==> src/rtl/sscs_pkg.sv <==
`default_nettype none
package sscs_pkg;
  // Line rate and clock
  localparam int unsigned CLK_HZ     = 250_000_000;
  localparam int unsigned BAUD       = 1050;
  localparam int unsigned BIT_CYCLES = CLK_HZ / BAUD;
  localparam int unsigned UNITY_STOP_BITS = 1;
  localparam int unsigned STOP_CYCLES = BIT_CYCLES * UNITY_STOP_BITS;

  // Character layout
  localparam int unsigned LEVELS          = 8;
  localparam int unsigned BASIC_ELEMENTS  = 6;
  localparam int unsigned BASIC_FRAME     = 10;
  localparam int unsigned CODE_MIN        = 5;
  localparam logic [2:0]  LAST_LEVEL      = 3'h7;
  localparam logic [1:0]  LEN_SEL_8       = 2'h3;
  localparam logic        MARK            = 1'b1;
  localparam logic        SPACE           = 1'b0;
  localparam logic [7:0]  ALL_MARK        = 8'hFF;

  // Character buffer
  localparam int unsigned FIFO_DEPTH = 8;

  typedef enum logic [1:0] {
    ST_STOP  = 2'b00,
    ST_START = 2'b01,
    ST_DATA  = 2'b10
  } sscs_state_t;

  typedef struct packed {
    logic       universal;
    logic [1:0] len_sel;
    logic [7:0] levels;
  } sscs_char_t;
endpackage
`default_nettype wire

==> src/rtl/sscs_serializer.sv <==
`timescale 1ns/100ps
`default_nettype none

module sscs_fifo #(
  parameter int unsigned WIDTH = 11,
  parameter int unsigned DEPTH = 8
) (
  // Clock and reset
  input  wire logic             mclk,
  input  wire logic             reset_n,
  // Fill side
  input  wire logic             in_valid,
  output logic                  in_ready,
  input  wire logic [WIDTH-1:0] in_data,
  // Drain side
  output logic                  out_valid,
  input  wire logic             out_ready,
  output logic [WIDTH-1:0]      out_data
);
  localparam int unsigned AW = $clog2(DEPTH);

  logic [WIDTH-1:0] mem_reg [DEPTH];
  logic [AW-1:0]    wr_ptr_reg;
  logic [AW-1:0]    rd_ptr_reg;
  logic [AW:0]      count_reg;
  logic             push;
  logic             pop;

  assign in_ready  = count_reg != (AW+1)'(DEPTH);
  assign out_valid = count_reg != '0;
  assign push      = in_valid & in_ready;
  assign pop       = out_valid & out_ready;
  assign out_data  = mem_reg[rd_ptr_reg];

  always_ff @(posedge mclk) begin
    if (push) begin
      mem_reg[wr_ptr_reg] <= in_data;
    end
  end

  always_ff @(posedge mclk) begin
    if (!reset_n) begin
      wr_ptr_reg <= '0;
      rd_ptr_reg <= '0;
      count_reg  <= '0;
    end else begin
      if (push) begin
        wr_ptr_reg <= (wr_ptr_reg == AW'(DEPTH-1)) ? '0 : wr_ptr_reg + 1'b1;
      end
      if (pop) begin
        rd_ptr_reg <= (rd_ptr_reg == AW'(DEPTH-1)) ? '0 : rd_ptr_reg + 1'b1;
      end
      count_reg <= count_reg + (AW+1)'(push) - (AW+1)'(pop);
    end
  end
endmodule

// Notes on behaviour
// The basic variant holds six elements and sends a ten-bit character.
// In the basic variant level zero, right after start, is always mark.
// In the basic variant levels one to five carry the information.
// After level five the basic variant sends levels six, seven and stop.
// The universal variant has eight elements and takes up to eight info bits.
// In the universal variant an unused level zero goes out as space.
// In the universal variant unused levels six and seven go out as mark.
// Basic is five-level only; universal takes five to eight levels.
// All levels of a character are captured together when tape is sensed.
// Captured bits go out one per bit time until all have been sent.
// The register is cleared before the next character is taken in.
// The reader's character-rate pulse starts the stop interval.
// A separate bit-rate oscillator advances the shift register.
// The oscillator halts in the stop interval and restarts at start.
// The output goes to space for the start bit before the code loads; here both happen on the same start_now edge.
// With no character the line holds continuous mark, no advances.
// Each start and data bit lasts one bit period, level zero first.
module sscs_serializer #(
  parameter int unsigned BIT_CYCLES = sscs_pkg::BIT_CYCLES
) (
  // Clock and reset
  input  wire logic                     mclk,
  input  wire logic                     reset_n,
  // Tape reader
  input  wire logic [sscs_pkg::LEVELS-1:0] tape_levels,
  input  wire logic                     universal_contact,
  input  wire logic                     pickup_pulse,
  output logic                          reader_ready,
  // Variant straps
  input  wire logic                     universal_sel,
  input  wire logic [1:0]               len_sel,
  // Line
  output logic                          serial_out,
  output logic                          tx_active
);
  import sscs_pkg::*;

  localparam int unsigned OSC_W = $clog2(BIT_CYCLES + 1);
  localparam logic [OSC_W-1:0] OSC_MAX = OSC_W'(BIT_CYCLES - 1);
  localparam int unsigned PIN_W = LEVELS + 5;
  localparam int unsigned STOP_LEN = BIT_CYCLES * UNITY_STOP_BITS;

  logic [PIN_W-1:0] pin_meta_reg;
  logic [PIN_W-1:0] pin_sync_reg;
  logic             pick_prev_reg;
  logic [7:0]       lvl_s;
  logic             univ_s;
  logic             pick_s;
  logic             usel_s;
  logic [1:0]       lsel_s;
  logic             pick_evt;

  sscs_state_t      state_reg;
  logic [7:0]       shift_reg;
  logic             out_reg;
  logic [2:0]       idx_reg;
  logic [OSC_W-1:0] osc_cnt_reg;
  logic [OSC_W-1:0] stop_cnt_reg;
  logic             stop_run_reg;
  logic             pick_pend_reg;
  logic             bit_tick;
  logic             stop_done;
  logic             start_now;

  sscs_char_t       push_data;
  sscs_char_t       head_data;
  logic             head_valid;
  sscs_char_t       cur_char_reg;
  logic [3:0]       frame_bits_reg;

  // Builds the element word for one character, level zero in bit 0
  function automatic logic [7:0] load_word(input sscs_char_t c);
    logic [3:0] len;
    logic [7:0] w;
    len = 4'(CODE_MIN) + {2'b00, c.len_sel};
    w   = c.levels;
    if (!c.universal) begin
      w = {MARK, MARK, c.levels[5:1], MARK};  // see R01 see R02
    end else begin
      if (len != 4'h8) begin
        w[0] = SPACE;
      end
      if (len < 4'h6) begin
        w[6] = MARK;
      end
      if (len < 4'h7) begin
        w[7] = MARK;
      end
    end
    return w;
  endfunction

  // Pin synchronisers
  always_ff @(posedge mclk) begin
    if (!reset_n) begin
      pin_meta_reg  <= '0;
      pin_sync_reg  <= '0;
      pick_prev_reg <= 1'b0;
    end else begin
      pin_meta_reg  <= {tape_levels, universal_contact, pickup_pulse,
                        universal_sel, len_sel};
      pin_sync_reg  <= pin_meta_reg;
      pick_prev_reg <= pick_s;
    end
  end

  assign lvl_s    = pin_sync_reg[PIN_W-1:5];
  assign univ_s   = pin_sync_reg[4];
  assign pick_s   = pin_sync_reg[3];
  assign usel_s   = pin_sync_reg[2];
  assign lsel_s   = pin_sync_reg[1:0];
  assign pick_evt = pick_s & ~pick_prev_reg;

  // Whole character sampled at once on the timing pulse
  always_comb begin
    push_data           = '0;
    push_data.universal = usel_s;
    push_data.len_sel   = usel_s ? lsel_s : 2'h0;
    push_data.levels    = lvl_s;
    if (!usel_s) begin
      push_data.levels[7:6] = 2'h0;
      push_data.levels[0]   = 1'b0;
    end
  end

  sscs_fifo #(
    .WIDTH ($bits(sscs_char_t)),
    .DEPTH (FIFO_DEPTH)
  ) u_fifo (
    .mclk      (mclk),
    .reset_n   (reset_n),
    .in_valid  (pick_evt & univ_s),
    .in_ready  (reader_ready),
    .in_data   (push_data),
    .out_valid (head_valid),
    .out_ready (start_now),
    .out_data  (head_data)
  );

  // Stop timer, triggered by the character-rate pulse
  always_ff @(posedge mclk) begin
    if (!reset_n) begin
      pick_pend_reg <= 1'b0;
    end else if (pick_evt) begin
      pick_pend_reg <= 1'b1;
    end else if (state_reg == ST_STOP && !stop_run_reg) begin
      pick_pend_reg <= 1'b0;
    end
  end

  always_ff @(posedge mclk) begin
    if (!reset_n) begin
      stop_run_reg <= 1'b0;
      stop_cnt_reg <= '0;
    end else if (stop_done) begin
      stop_run_reg <= 1'b0;
      stop_cnt_reg <= '0;
    end else if (stop_run_reg) begin
      stop_cnt_reg <= stop_cnt_reg + 1'b1;
    end else if (state_reg == ST_STOP && pick_pend_reg) begin
      stop_run_reg <= 1'b1;
    end
  end

  assign stop_done = stop_run_reg && stop_cnt_reg == OSC_W'(STOP_LEN - 1);
  assign start_now = stop_done && head_valid && state_reg == ST_STOP;

  // Bit-rate oscillator, held in stop, restarted at start
  always_ff @(posedge mclk) begin
    if (!reset_n) begin
      osc_cnt_reg <= '0;
    end else if (state_reg == ST_STOP || osc_cnt_reg == OSC_MAX) begin
      osc_cnt_reg <= '0;
    end else begin
      osc_cnt_reg <= osc_cnt_reg + 1'b1;
    end
  end

  assign bit_tick = state_reg != ST_STOP && osc_cnt_reg == OSC_MAX;

  // Sequencer
  always_ff @(posedge mclk) begin
    if (!reset_n) begin
      state_reg <= ST_STOP;
      idx_reg   <= '0;
    end else begin
      unique case (state_reg)
        ST_STOP: begin
          if (start_now) begin
            state_reg <= ST_START;
          end
        end
        ST_START: begin
          if (bit_tick) begin
            state_reg <= ST_DATA;
            idx_reg   <= '0;
          end
        end
        ST_DATA: begin
          if (bit_tick) begin
            if (idx_reg == LAST_LEVEL) begin
              state_reg <= ST_STOP;
            end else begin
              idx_reg <= idx_reg + 1'b1;
            end
          end
        end
        default: begin
          state_reg <= ST_STOP;
        end
      endcase
    end
  end

  // Signal register, marks shift in behind the code
  always_ff @(posedge mclk) begin
    if (!reset_n) begin
      shift_reg <= ALL_MARK;
    end else if (start_now) begin
      shift_reg <= load_word(head_data);  // see R05
    end else if (state_reg == ST_STOP) begin
      shift_reg <= ALL_MARK;
    end else if (bit_tick) begin
      shift_reg <= {MARK, shift_reg[7:1]};  // see R10
    end
  end

  // Output element
  always_ff @(posedge mclk) begin
    if (!reset_n) begin
      out_reg <= MARK;
    end else if (start_now) begin
      out_reg <= SPACE;
    end else if (bit_tick) begin
      if (state_reg == ST_DATA && idx_reg == LAST_LEVEL) begin
        out_reg <= MARK;
      end else begin
        out_reg <= shift_reg[0];
      end
    end
  end

  assign serial_out = out_reg;
  assign tx_active  = state_reg != ST_STOP;

  // Checking aids
  always_ff @(posedge mclk) begin
    if (!reset_n) begin
      cur_char_reg   <= '0;
      frame_bits_reg <= '0;
    end else if (start_now) begin
      cur_char_reg   <= head_data;
      frame_bits_reg <= '0;
    end else if (bit_tick) begin
      frame_bits_reg <= frame_bits_reg + 1'b1;
    end
  end

  property p_idle_mark;
    @(posedge mclk) disable iff (!reset_n)
      state_reg == ST_STOP |-> serial_out == MARK;
  endproperty
  a_idle_mark: assert property (p_idle_mark)
    else $error("line not mark while idle");

  property p_start_space;
    @(posedge mclk) disable iff (!reset_n)
      start_now |=> !serial_out && state_reg == ST_START;
  endproperty
  a_start_space: assert property (p_start_space)
    else $error("start bit not space");

  property p_load_word;
    @(posedge mclk) disable iff (!reset_n)
      start_now |=> shift_reg == load_word($past(head_data));
  endproperty
  a_load_word: assert property (p_load_word)
    else $error("character not loaded whole");

  property p_basic_lvl0;
    @(posedge mclk) disable iff (!reset_n)
      state_reg == ST_START && bit_tick && !cur_char_reg.universal
      |=> serial_out == MARK;
  endproperty
  a_basic_lvl0: assert property (p_basic_lvl0)
    else $error("basic level zero not mark");

  property p_basic_info;
    @(posedge mclk) disable iff (!reset_n)
      state_reg == ST_DATA && bit_tick && idx_reg < 3'h5
      && !cur_char_reg.universal
      |=> serial_out == $past(cur_char_reg.levels[idx_reg + 3'h1]);
  endproperty
  a_basic_info: assert property (p_basic_info)
    else $error("basic info level wrong");

  property p_univ_lvl0;
    @(posedge mclk) disable iff (!reset_n)
      state_reg == ST_START && bit_tick && cur_char_reg.universal
      |=> serial_out == ((cur_char_reg.len_sel == LEN_SEL_8)
                          ? cur_char_reg.levels[0] : SPACE);
  endproperty
  a_univ_lvl0: assert property (p_univ_lvl0)
    else $error("universal level zero wrong");

  property p_unused_high;
    @(posedge mclk) disable iff (!reset_n)
      state_reg == ST_DATA && bit_tick && idx_reg == 3'h5
      && (!cur_char_reg.universal || cur_char_reg.len_sel == 2'h0)
      |=> serial_out == MARK ##0 (state_reg == ST_DATA);
  endproperty
  a_unused_high: assert property (p_unused_high)
    else $error("unused level six not mark");

  property p_osc_halt;
    @(posedge mclk) disable iff (!reset_n)
      state_reg == ST_STOP |=> osc_cnt_reg == '0 || state_reg != ST_STOP;
  endproperty
  a_osc_halt: assert property (p_osc_halt)
    else $error("oscillator runs in stop");

  property p_osc_restart;
    @(posedge mclk) disable iff (!reset_n)
      $rose(state_reg == ST_START) |-> osc_cnt_reg == '0;
  endproperty
  a_osc_restart: assert property (p_osc_restart)
    else $error("oscillator not restarted at start");

  property p_frame_len;
    @(posedge mclk) disable iff (!reset_n)
      $fell(state_reg == ST_DATA)
      |-> frame_bits_reg == 4'(BASIC_FRAME - 1) && serial_out == MARK;
  endproperty
  a_frame_len: assert property (p_frame_len)
    else $error("frame length wrong");

  property p_stop_trigger;
    @(posedge mclk) disable iff (!reset_n)
      $rose(stop_run_reg) |-> $past(pick_pend_reg);
  endproperty
  a_stop_trigger: assert property (p_stop_trigger)
    else $error("stop timer started without pulse");

  property p_tick_spacing;
    @(posedge mclk) disable iff (!reset_n)
      bit_tick |-> osc_cnt_reg == OSC_MAX ##1 osc_cnt_reg == '0;
  endproperty
  a_tick_spacing: assert property (p_tick_spacing)
    else $error("bit period wrong");
endmodule

`default_nettype wire

==> config.mk <==
export PLATFORM = sky130hd
export DESIGN_NAME = sscs_serializer
export DESIGN_NICKNAME = d
export VERILOG_FILES = /design/src/rtl/sscs_pkg.sv /design/src/rtl/sscs_serializer.sv
export SDC_FILE = /design/constraint.sdc
export NUM_CORES = 1
export LEC_CHECK = 0
export ABC_AREA = 1
export BUFFER_PORTS_ARGS = -buffer_cell sky130_fd_sc_hd__buf_2
export CELL_PAD_IN_SITES_DETAIL_PLACEMENT = 0
export CELL_PAD_IN_SITES_GLOBAL_PLACEMENT = 1
export CORE_ASPECT_RATIO = 1.4
export CORE_MARGIN = 8
export CORE_UTILIZATION = 52
export DETAILED_ROUTE_END_ITERATION = 12
export GPL_ROUTABILITY_DRIVEN = 0
export HOLD_SLACK_MARGIN = 0.15
export PLACE_DENSITY = 0.89
export SLEW_MARGIN = 20
export SYNTH_ARGS = -nofsm -noshare
export SYNTH_HDL_FRONTEND = slang
export SYNTH_SLANG_ARGS = --single-unit
==> constraint.sdc <==
create_clock -name mclk -period 4.28 [get_ports mclk]
set_input_delay 0.642 -clock mclk [delete_from_list [all_inputs] [get_ports mclk]]
set_output_delay 0.642 -clock mclk [all_outputs]
set_load 0.01 [all_outputs]
== Word-level counts from Yosys, hierarchy flattened ==
Memory sizes are Yosys's and may differ from the RTL's. A register that Yosys moved wholly into a read port is not among the register bits.
Index checks and enable logic that the tools add are counted.

* RAM bits: 88
* Register bits: 89
* Output and inout bits: 3
* Input bits: 15
* Word-level logic and storage cells: 98
* Memories: 1

* Add/sub/neg operators: 8
* Reductions and logical operators: 20
* Mux-type cells: 33
* Bitwise operators: 6
* Eq/ne operators: 14
* Magnitude comparators: 2

{| class="wikitable"
|+ Memory list
! memory !! words !! bits a word !! read ports !! clocked after memory_dff !! write ports !! RTL line !! source
|-
| u_fifo.mem_reg || 8 || 11 || 1 || 1 || 1 || sscs_serializer.sv:22 || <nowiki>logic [WIDTH-1:0] mem_reg [DEPTH];</nowiki>
|}

{| class="wikitable"
|+ Operator list
! operator !! count
|-
| 18-bit by 1-bit adder with 18-bit output, second input constant || 2
|-
| 18-bit equality test, second input constant || 2
|-
| 8-bit two-way mux || 3
|-
| 3-bit two-way mux || 7
|-
| 1-bit two-way mux || 14
|-
| 2-bit two-way mux || 7
|-
| 3-bit by 1-bit adder with 3-bit output, second input constant || 3
|-
| 3-bit equality test, second input constant || 3
|-
| 4-bit by 3-bit < comparator with 1-bit output, second input constant || 2
|-
| 2-bit inequality test, second input constant || 4
|-
| 4-bit inequality test, second input constant || 2
|-
| 4-bit AND reduction || 2
|-
| 2-bit nonzero test || 4
|-
| 1-bit logical AND || 7
|-
| 2-bit case mux with 3 select lines || 1
|-
| 3-bit case mux with 2 select lines || 1
|-
| 3-bit by 2-bit adder with 4-bit output, first input constant || 1
|-
| 4-bit by 1-bit adder with 4-bit output || 1
|-
| 1-bit AND || 4
|-
| 4-bit nonzero test || 1
|-
| 2-bit OR reduction || 2
|-
| 4-bit by 1-bit subtractor with 4-bit output || 1
|-
| 3-bit nonzero test || 1
|-
| 2-bit by 1-bit equality test with 1-bit output, second input constant || 1
|-
| 6 further kinds || 7
|}

== Logic depth before layout (Yosys ltp) ==
* Depth in word-level cells: 7
* Mapped depth: 15
* Mapped depth without buffers: 14

== Modules after synthesis ==
A second synthesis with hierarchy kept.

* Cell total of the unflattened synthesis: 970
* Area, all modules: 8,120.3 um2

{| class="wikitable"
|+ By module, submodules not included
! module !! area an instance (um2) !! cells each !! instances !! sequential area each (um2)
|-
| sscs_fifo || 4,576.9 || 474 || 1 || 2,902.8
|-
| sscs_serializer || 3,543.4 || 496 || 1 || 1,581.5
|}

== Least setup slack after synthesis ==
Ideal clock, no wire load.

* Path type: register to register
* Start: register stop_run_reg
* End: register u_fifo.count_reg[2]
* Arrival time: 1,992 ps
* Clock period less this slack: 2,110 ps
* Setup time: 118 ps
* Setup slack: 2,170 ps
* Path buffers: 1
* Data required time: 4,162 ps
* Cell stages (with the launch flop): 15
* Path through: dfxtp_1 -> buf_4 -> inv_2 -> nor2_1 -> nand2_1 -> nor2_2 -> nand3_1 -> nor2_4 -> ha_1 -> inv_1 -> ha_1 -> inv_1 -> fa_1 -> xor2_1 -> nor2_1

* Cells in the longest elaborated chain, start to end: 5

{| class="wikitable"
|+ RTL lines
! item !! RTL line !! source
|-
| start: declaration || sscs_serializer.sv:117 || <nowiki>logic stop_run_reg;</nowiki>
|-
| start signal: assignment || sscs_serializer.sv:211 || <nowiki>stop_run_reg <= 1'b0;</nowiki>
|-
| start signal: assignment || sscs_serializer.sv:214 || <nowiki>stop_run_reg <= 1'b0;</nowiki>
|-
| start signal: assignment || sscs_serializer.sv:219 || <nowiki>stop_run_reg <= 1'b1;</nowiki>
|-
| 1-bit logical AND || sscs_serializer.sv:223 || <nowiki>assign stop_done = stop_run_reg && stop_cnt_reg == OSC_W'(STOP_LEN - 1);</nowiki>
|-
| 1-bit logical AND (2 in series) || sscs_serializer.sv:224 || <nowiki>assign start_now = stop_done && head_valid && state_reg == ST_STOP;</nowiki>
|-
| 1-bit AND || sscs_serializer.sv:32 || <nowiki>assign pop = out_valid & out_ready;</nowiki>
|-
| net u_fifo.pop || sscs_serializer.sv:27 || <nowiki>logic pop;</nowiki>
|-
| 4-bit by 1-bit subtractor with 4-bit output || sscs_serializer.sv:53 || <nowiki>count_reg <= count_reg + (AW+1)'(push) - (AW+1)'(pop);</nowiki>
|-
| end signal: assignment || sscs_serializer.sv:53 ||
|-
| end: declaration || sscs_serializer.sv:25 || <nowiki>logic [AW:0] count_reg;</nowiki>
|}

The timed path passes the listed nets, and every way through them passes these cells.
A chain may end at the register's enable or synchronous reset.

== Worst setup path in the final report ==
* Start: register stop_run_reg
* End: register u_fifo.count_reg[3]

Same word-level chain as after synthesis.

==> impl_results.md <==
* Core region area at 0.0144 sq mm
* Congestion Overflow GR at 0
* Setup TNS at 0 ps
* Total iterations of the first detailed-routing run at 5
* Post-synth EDFFs at 88
* Area leader, netlist: edfxtp_1
* Ys async rst share at 0%
* Fmax at 0.416 GHz
* Sw Share at 22.1%
* Num ports at 18
* Worst stage delay on the critical path at 490 ps
* Largest register FFs at 88
* Die Area at 0.0190 sq mm
* Wl on met1 at 6060 um
* Gate Count Post-Synth at 869
* CTS buffer count at 17
* Hold-fix buffers, CTS at 0
* Final total power at 3420 uW
* Clock power frac at 45.6%
* Synthesized area at 0.00770 sq mm
* Pleak at 0.00364 uW
* Max-Cap Viols at 0
* Wire per inst at 13.3 um
* Pin count of the biggest net entering global routing at 49
* Final Cycle Share at 56.1%
* Total setup buffers inserted after CTS at 0
* Detail Route Antenna Nets at 0
* Clk sink count at 180
* Final Hold Viols at 0
* Max-slew headroom at 28.3%
* # setup viols final at 0
* Clock Path Buffers at 2
* Post-CTS sizing at 0
* Outcome: finished, final reports clean
* WP data required at 4650 ps
* Seq/Total Area, Yosys at 58.2%
* Cells along the critical path: inv_2 > nor2_1 > nand2_1 > nor2_2 > nand3_1 > nor2_4 > ha_1 > inv_1 > ha_1 > nand2_1 > nor2_1 > a211oi_1 > o21ai_0 > a21oi_1
* Final HPWL DP at 9760 um
* Fill count at 1,304
* Layout Nets at 917
* PD cells at 399 mW/mm^2
* Initial Util at 53.3%
* Crit-path max FO at 8
* Initial antenna violation count at 0
* Ranking of synthesized cells by area: edfxtp_1, dfxtp_1, nand2_1
* TritonCTS clock tree: yes
* DIE WIDTH at 119 um
* Cells on worst reg2reg path at 14
* Layout area overhead at 11.1%
* Clk pin slew, worst setup/hold paths at 80 ps
* Via density at 4.92
* Die Span Y at 160 um
* RSZ-0062 raised after global routing: no
* Routed vias at 5,343
* Syn_nets at 901
* Register share of total power at 53.3%
* Synthesis-stage register bit count at 180
* Int Pwr at 2660 uW
* Crit path capture type: flop
* Synth warnings at 0
* Min Tclk post-route at 2400 ps
* CP Data Arrival Time at 2770 ps
* Register area at 0.00448 sq mm
* Row Count at 52
* Worst hold path stage count at 3
* Multi-input logic area at 0.00263 sq mm
* Commonest non-fill, non-tap cells in the layout: nand2_1, inv_1, nor2_1
* Final Skew at 13.2 ps
* All-layer global routing usage at 15.8%
* CP Launch Type: flop
* Uppermost layer routed: met4
* Worst Tran Pin Value at 1070 ps
* Syn avg cell area at 8.86 sq um
* Crit path kind: reg2reg
* H-tree depth at 4
* Commonest non-fill, non-tap cell in the layout: nand2_1
* Metal2 WL at 7520 um
* Met3 WL post-DR at 487 um
* Yosys top cell area share at 34.3%
* Unique masters post-synth at 42
* Max IR drop VDD at 0.291 mV
* First-pass GRT wire length at 24,200 um
* NetSw at 754 uW
* Share of layout cells above drive strength 1 at 8.57%
* DRT iter0 DRCs at 354
* Drt total wl at 14,400 um
* DRC viols at 0
* Slowest CP cell: dfxtp_1
* Primary FF master, synth: dfxtp_1
* Clock Latency Late Sink at 430 ps
* Number of global-route vias before repair at 5,126
* PortBufs at 17
* Antenna fix cells at 0
* Root Driver: clkbuf_16
* Min-Delay Path Class: in2reg
* Pins Over Slew Limit at 0
* Combinational power share at 1.1%
==> area by class of cell <==
type | count | share of cell area (%)
sequential | 180 | 52.4
clock buffer | 17 | 4.97
inverter | 126 | 5.53
tap | 189 | 2.76
clock inverter | 15 | 2.19
timing repair buffer | 21 | 1.35
multi-input combinational | 539 | 30.8
==> Yosys cell counts (2+ instances only) <==
| cell type | number |
|---|---|
| a21oi_1 | 21 |
| buf_2 | 7 |
| buf_4 | 2 |
| buf_6 | 2 |
| clkbuf_1 | 12 |
| dfxtp_1 | 92 |
| edfxtp_1 | 88 |
| ha_1 | 16 |
| inv_1 | 124 |
| nand2_1 | 222 |
| nand2_2 | 3 |
| nand3_1 | 45 |
| nand3_4 | 2 |
| nand3b_1 | 2 |
| nand4_1 | 9 |
| nor2_1 | 111 |
| nor2_2 | 4 |
| nor2_4 | 2 |
| nor3_1 | 10 |
| nor3_2 | 2 |
| nor3b_1 | 4 |
| o21a_1 | 3 |
| o21ai_0 | 50 |
| o21bai_1 | 2 |
| o22ai_1 | 2 |
| or2_2 | 2 |
| xnor2_1 | 5 |
| xor2_1 | 11 |
==> worst max-delay path: cells and delay by family, from the launching register on <==
family | cells | cell delay, ps
compound gates | 3 | 480
fa+ha+maj | 2 | 490
buf+inv | 2 | 160
flops | 1 | 490
simple gates | 7 | 730
==> power groups by stage <==
stage,logic [uW],registers [uW],clock network [uW]
after floorplan,26.9,1850,0
after global placement,37.8,1860,0
after detailed placement,38.4,1860,0
after CTS,38.6,1820,1590
after global routing,44.0,1820,1670
final,37.9,1820,1560
==> per-layer routing <==
metal,track usage (%),up-vias
met4,7.33,0
li1,-,2795
met5,0,-
met2,28.4,83
met3,3.18,21
met1,17.6,2444
==> cell families (layout without fill, tap and decap cells) <==
family	after synthesis	after routing	synth area share [%]
AOI/OAI and AO/OA	82	82	5.69
xor gates and xnor gates	16	16	1.82
adders and majority gates	17	17	2.86
buffers and inverters	150	179	7.72
DFF	180	180	58.2
and+or+nand+nor	424	424	23.7
==> per-stage QoR <==
stage,instance area (sq um),instances,setup slack [ps],hold WS (ps),util (%)
final,8550,1087,1880,388,59.2
after global routing,8550,1087,1590,386,59.2
after CTS,8540,1087,1870,376,59.1
after detailed placement,7930,1055,1890,395,54.9
after global placement,7930,1055,1970,396,54.9
after floorplan,7700,869,2170,390,-
==> final timing paths <==
| check | start | to | slack (ps) |
|---|---|---|---|
| min reg2reg | pin_meta_reg[10] | pin_sync_reg[10] | 410 |
| max reg2reg | stop_run_reg | u_fifo.count_reg[3] | 1880 |
| min | pickup_pulse | pin_meta_reg[3] | 390 |
| max | stop_run_reg | u_fifo.count_reg[3] | 1880 |
(Power assumes the default switching activity.)
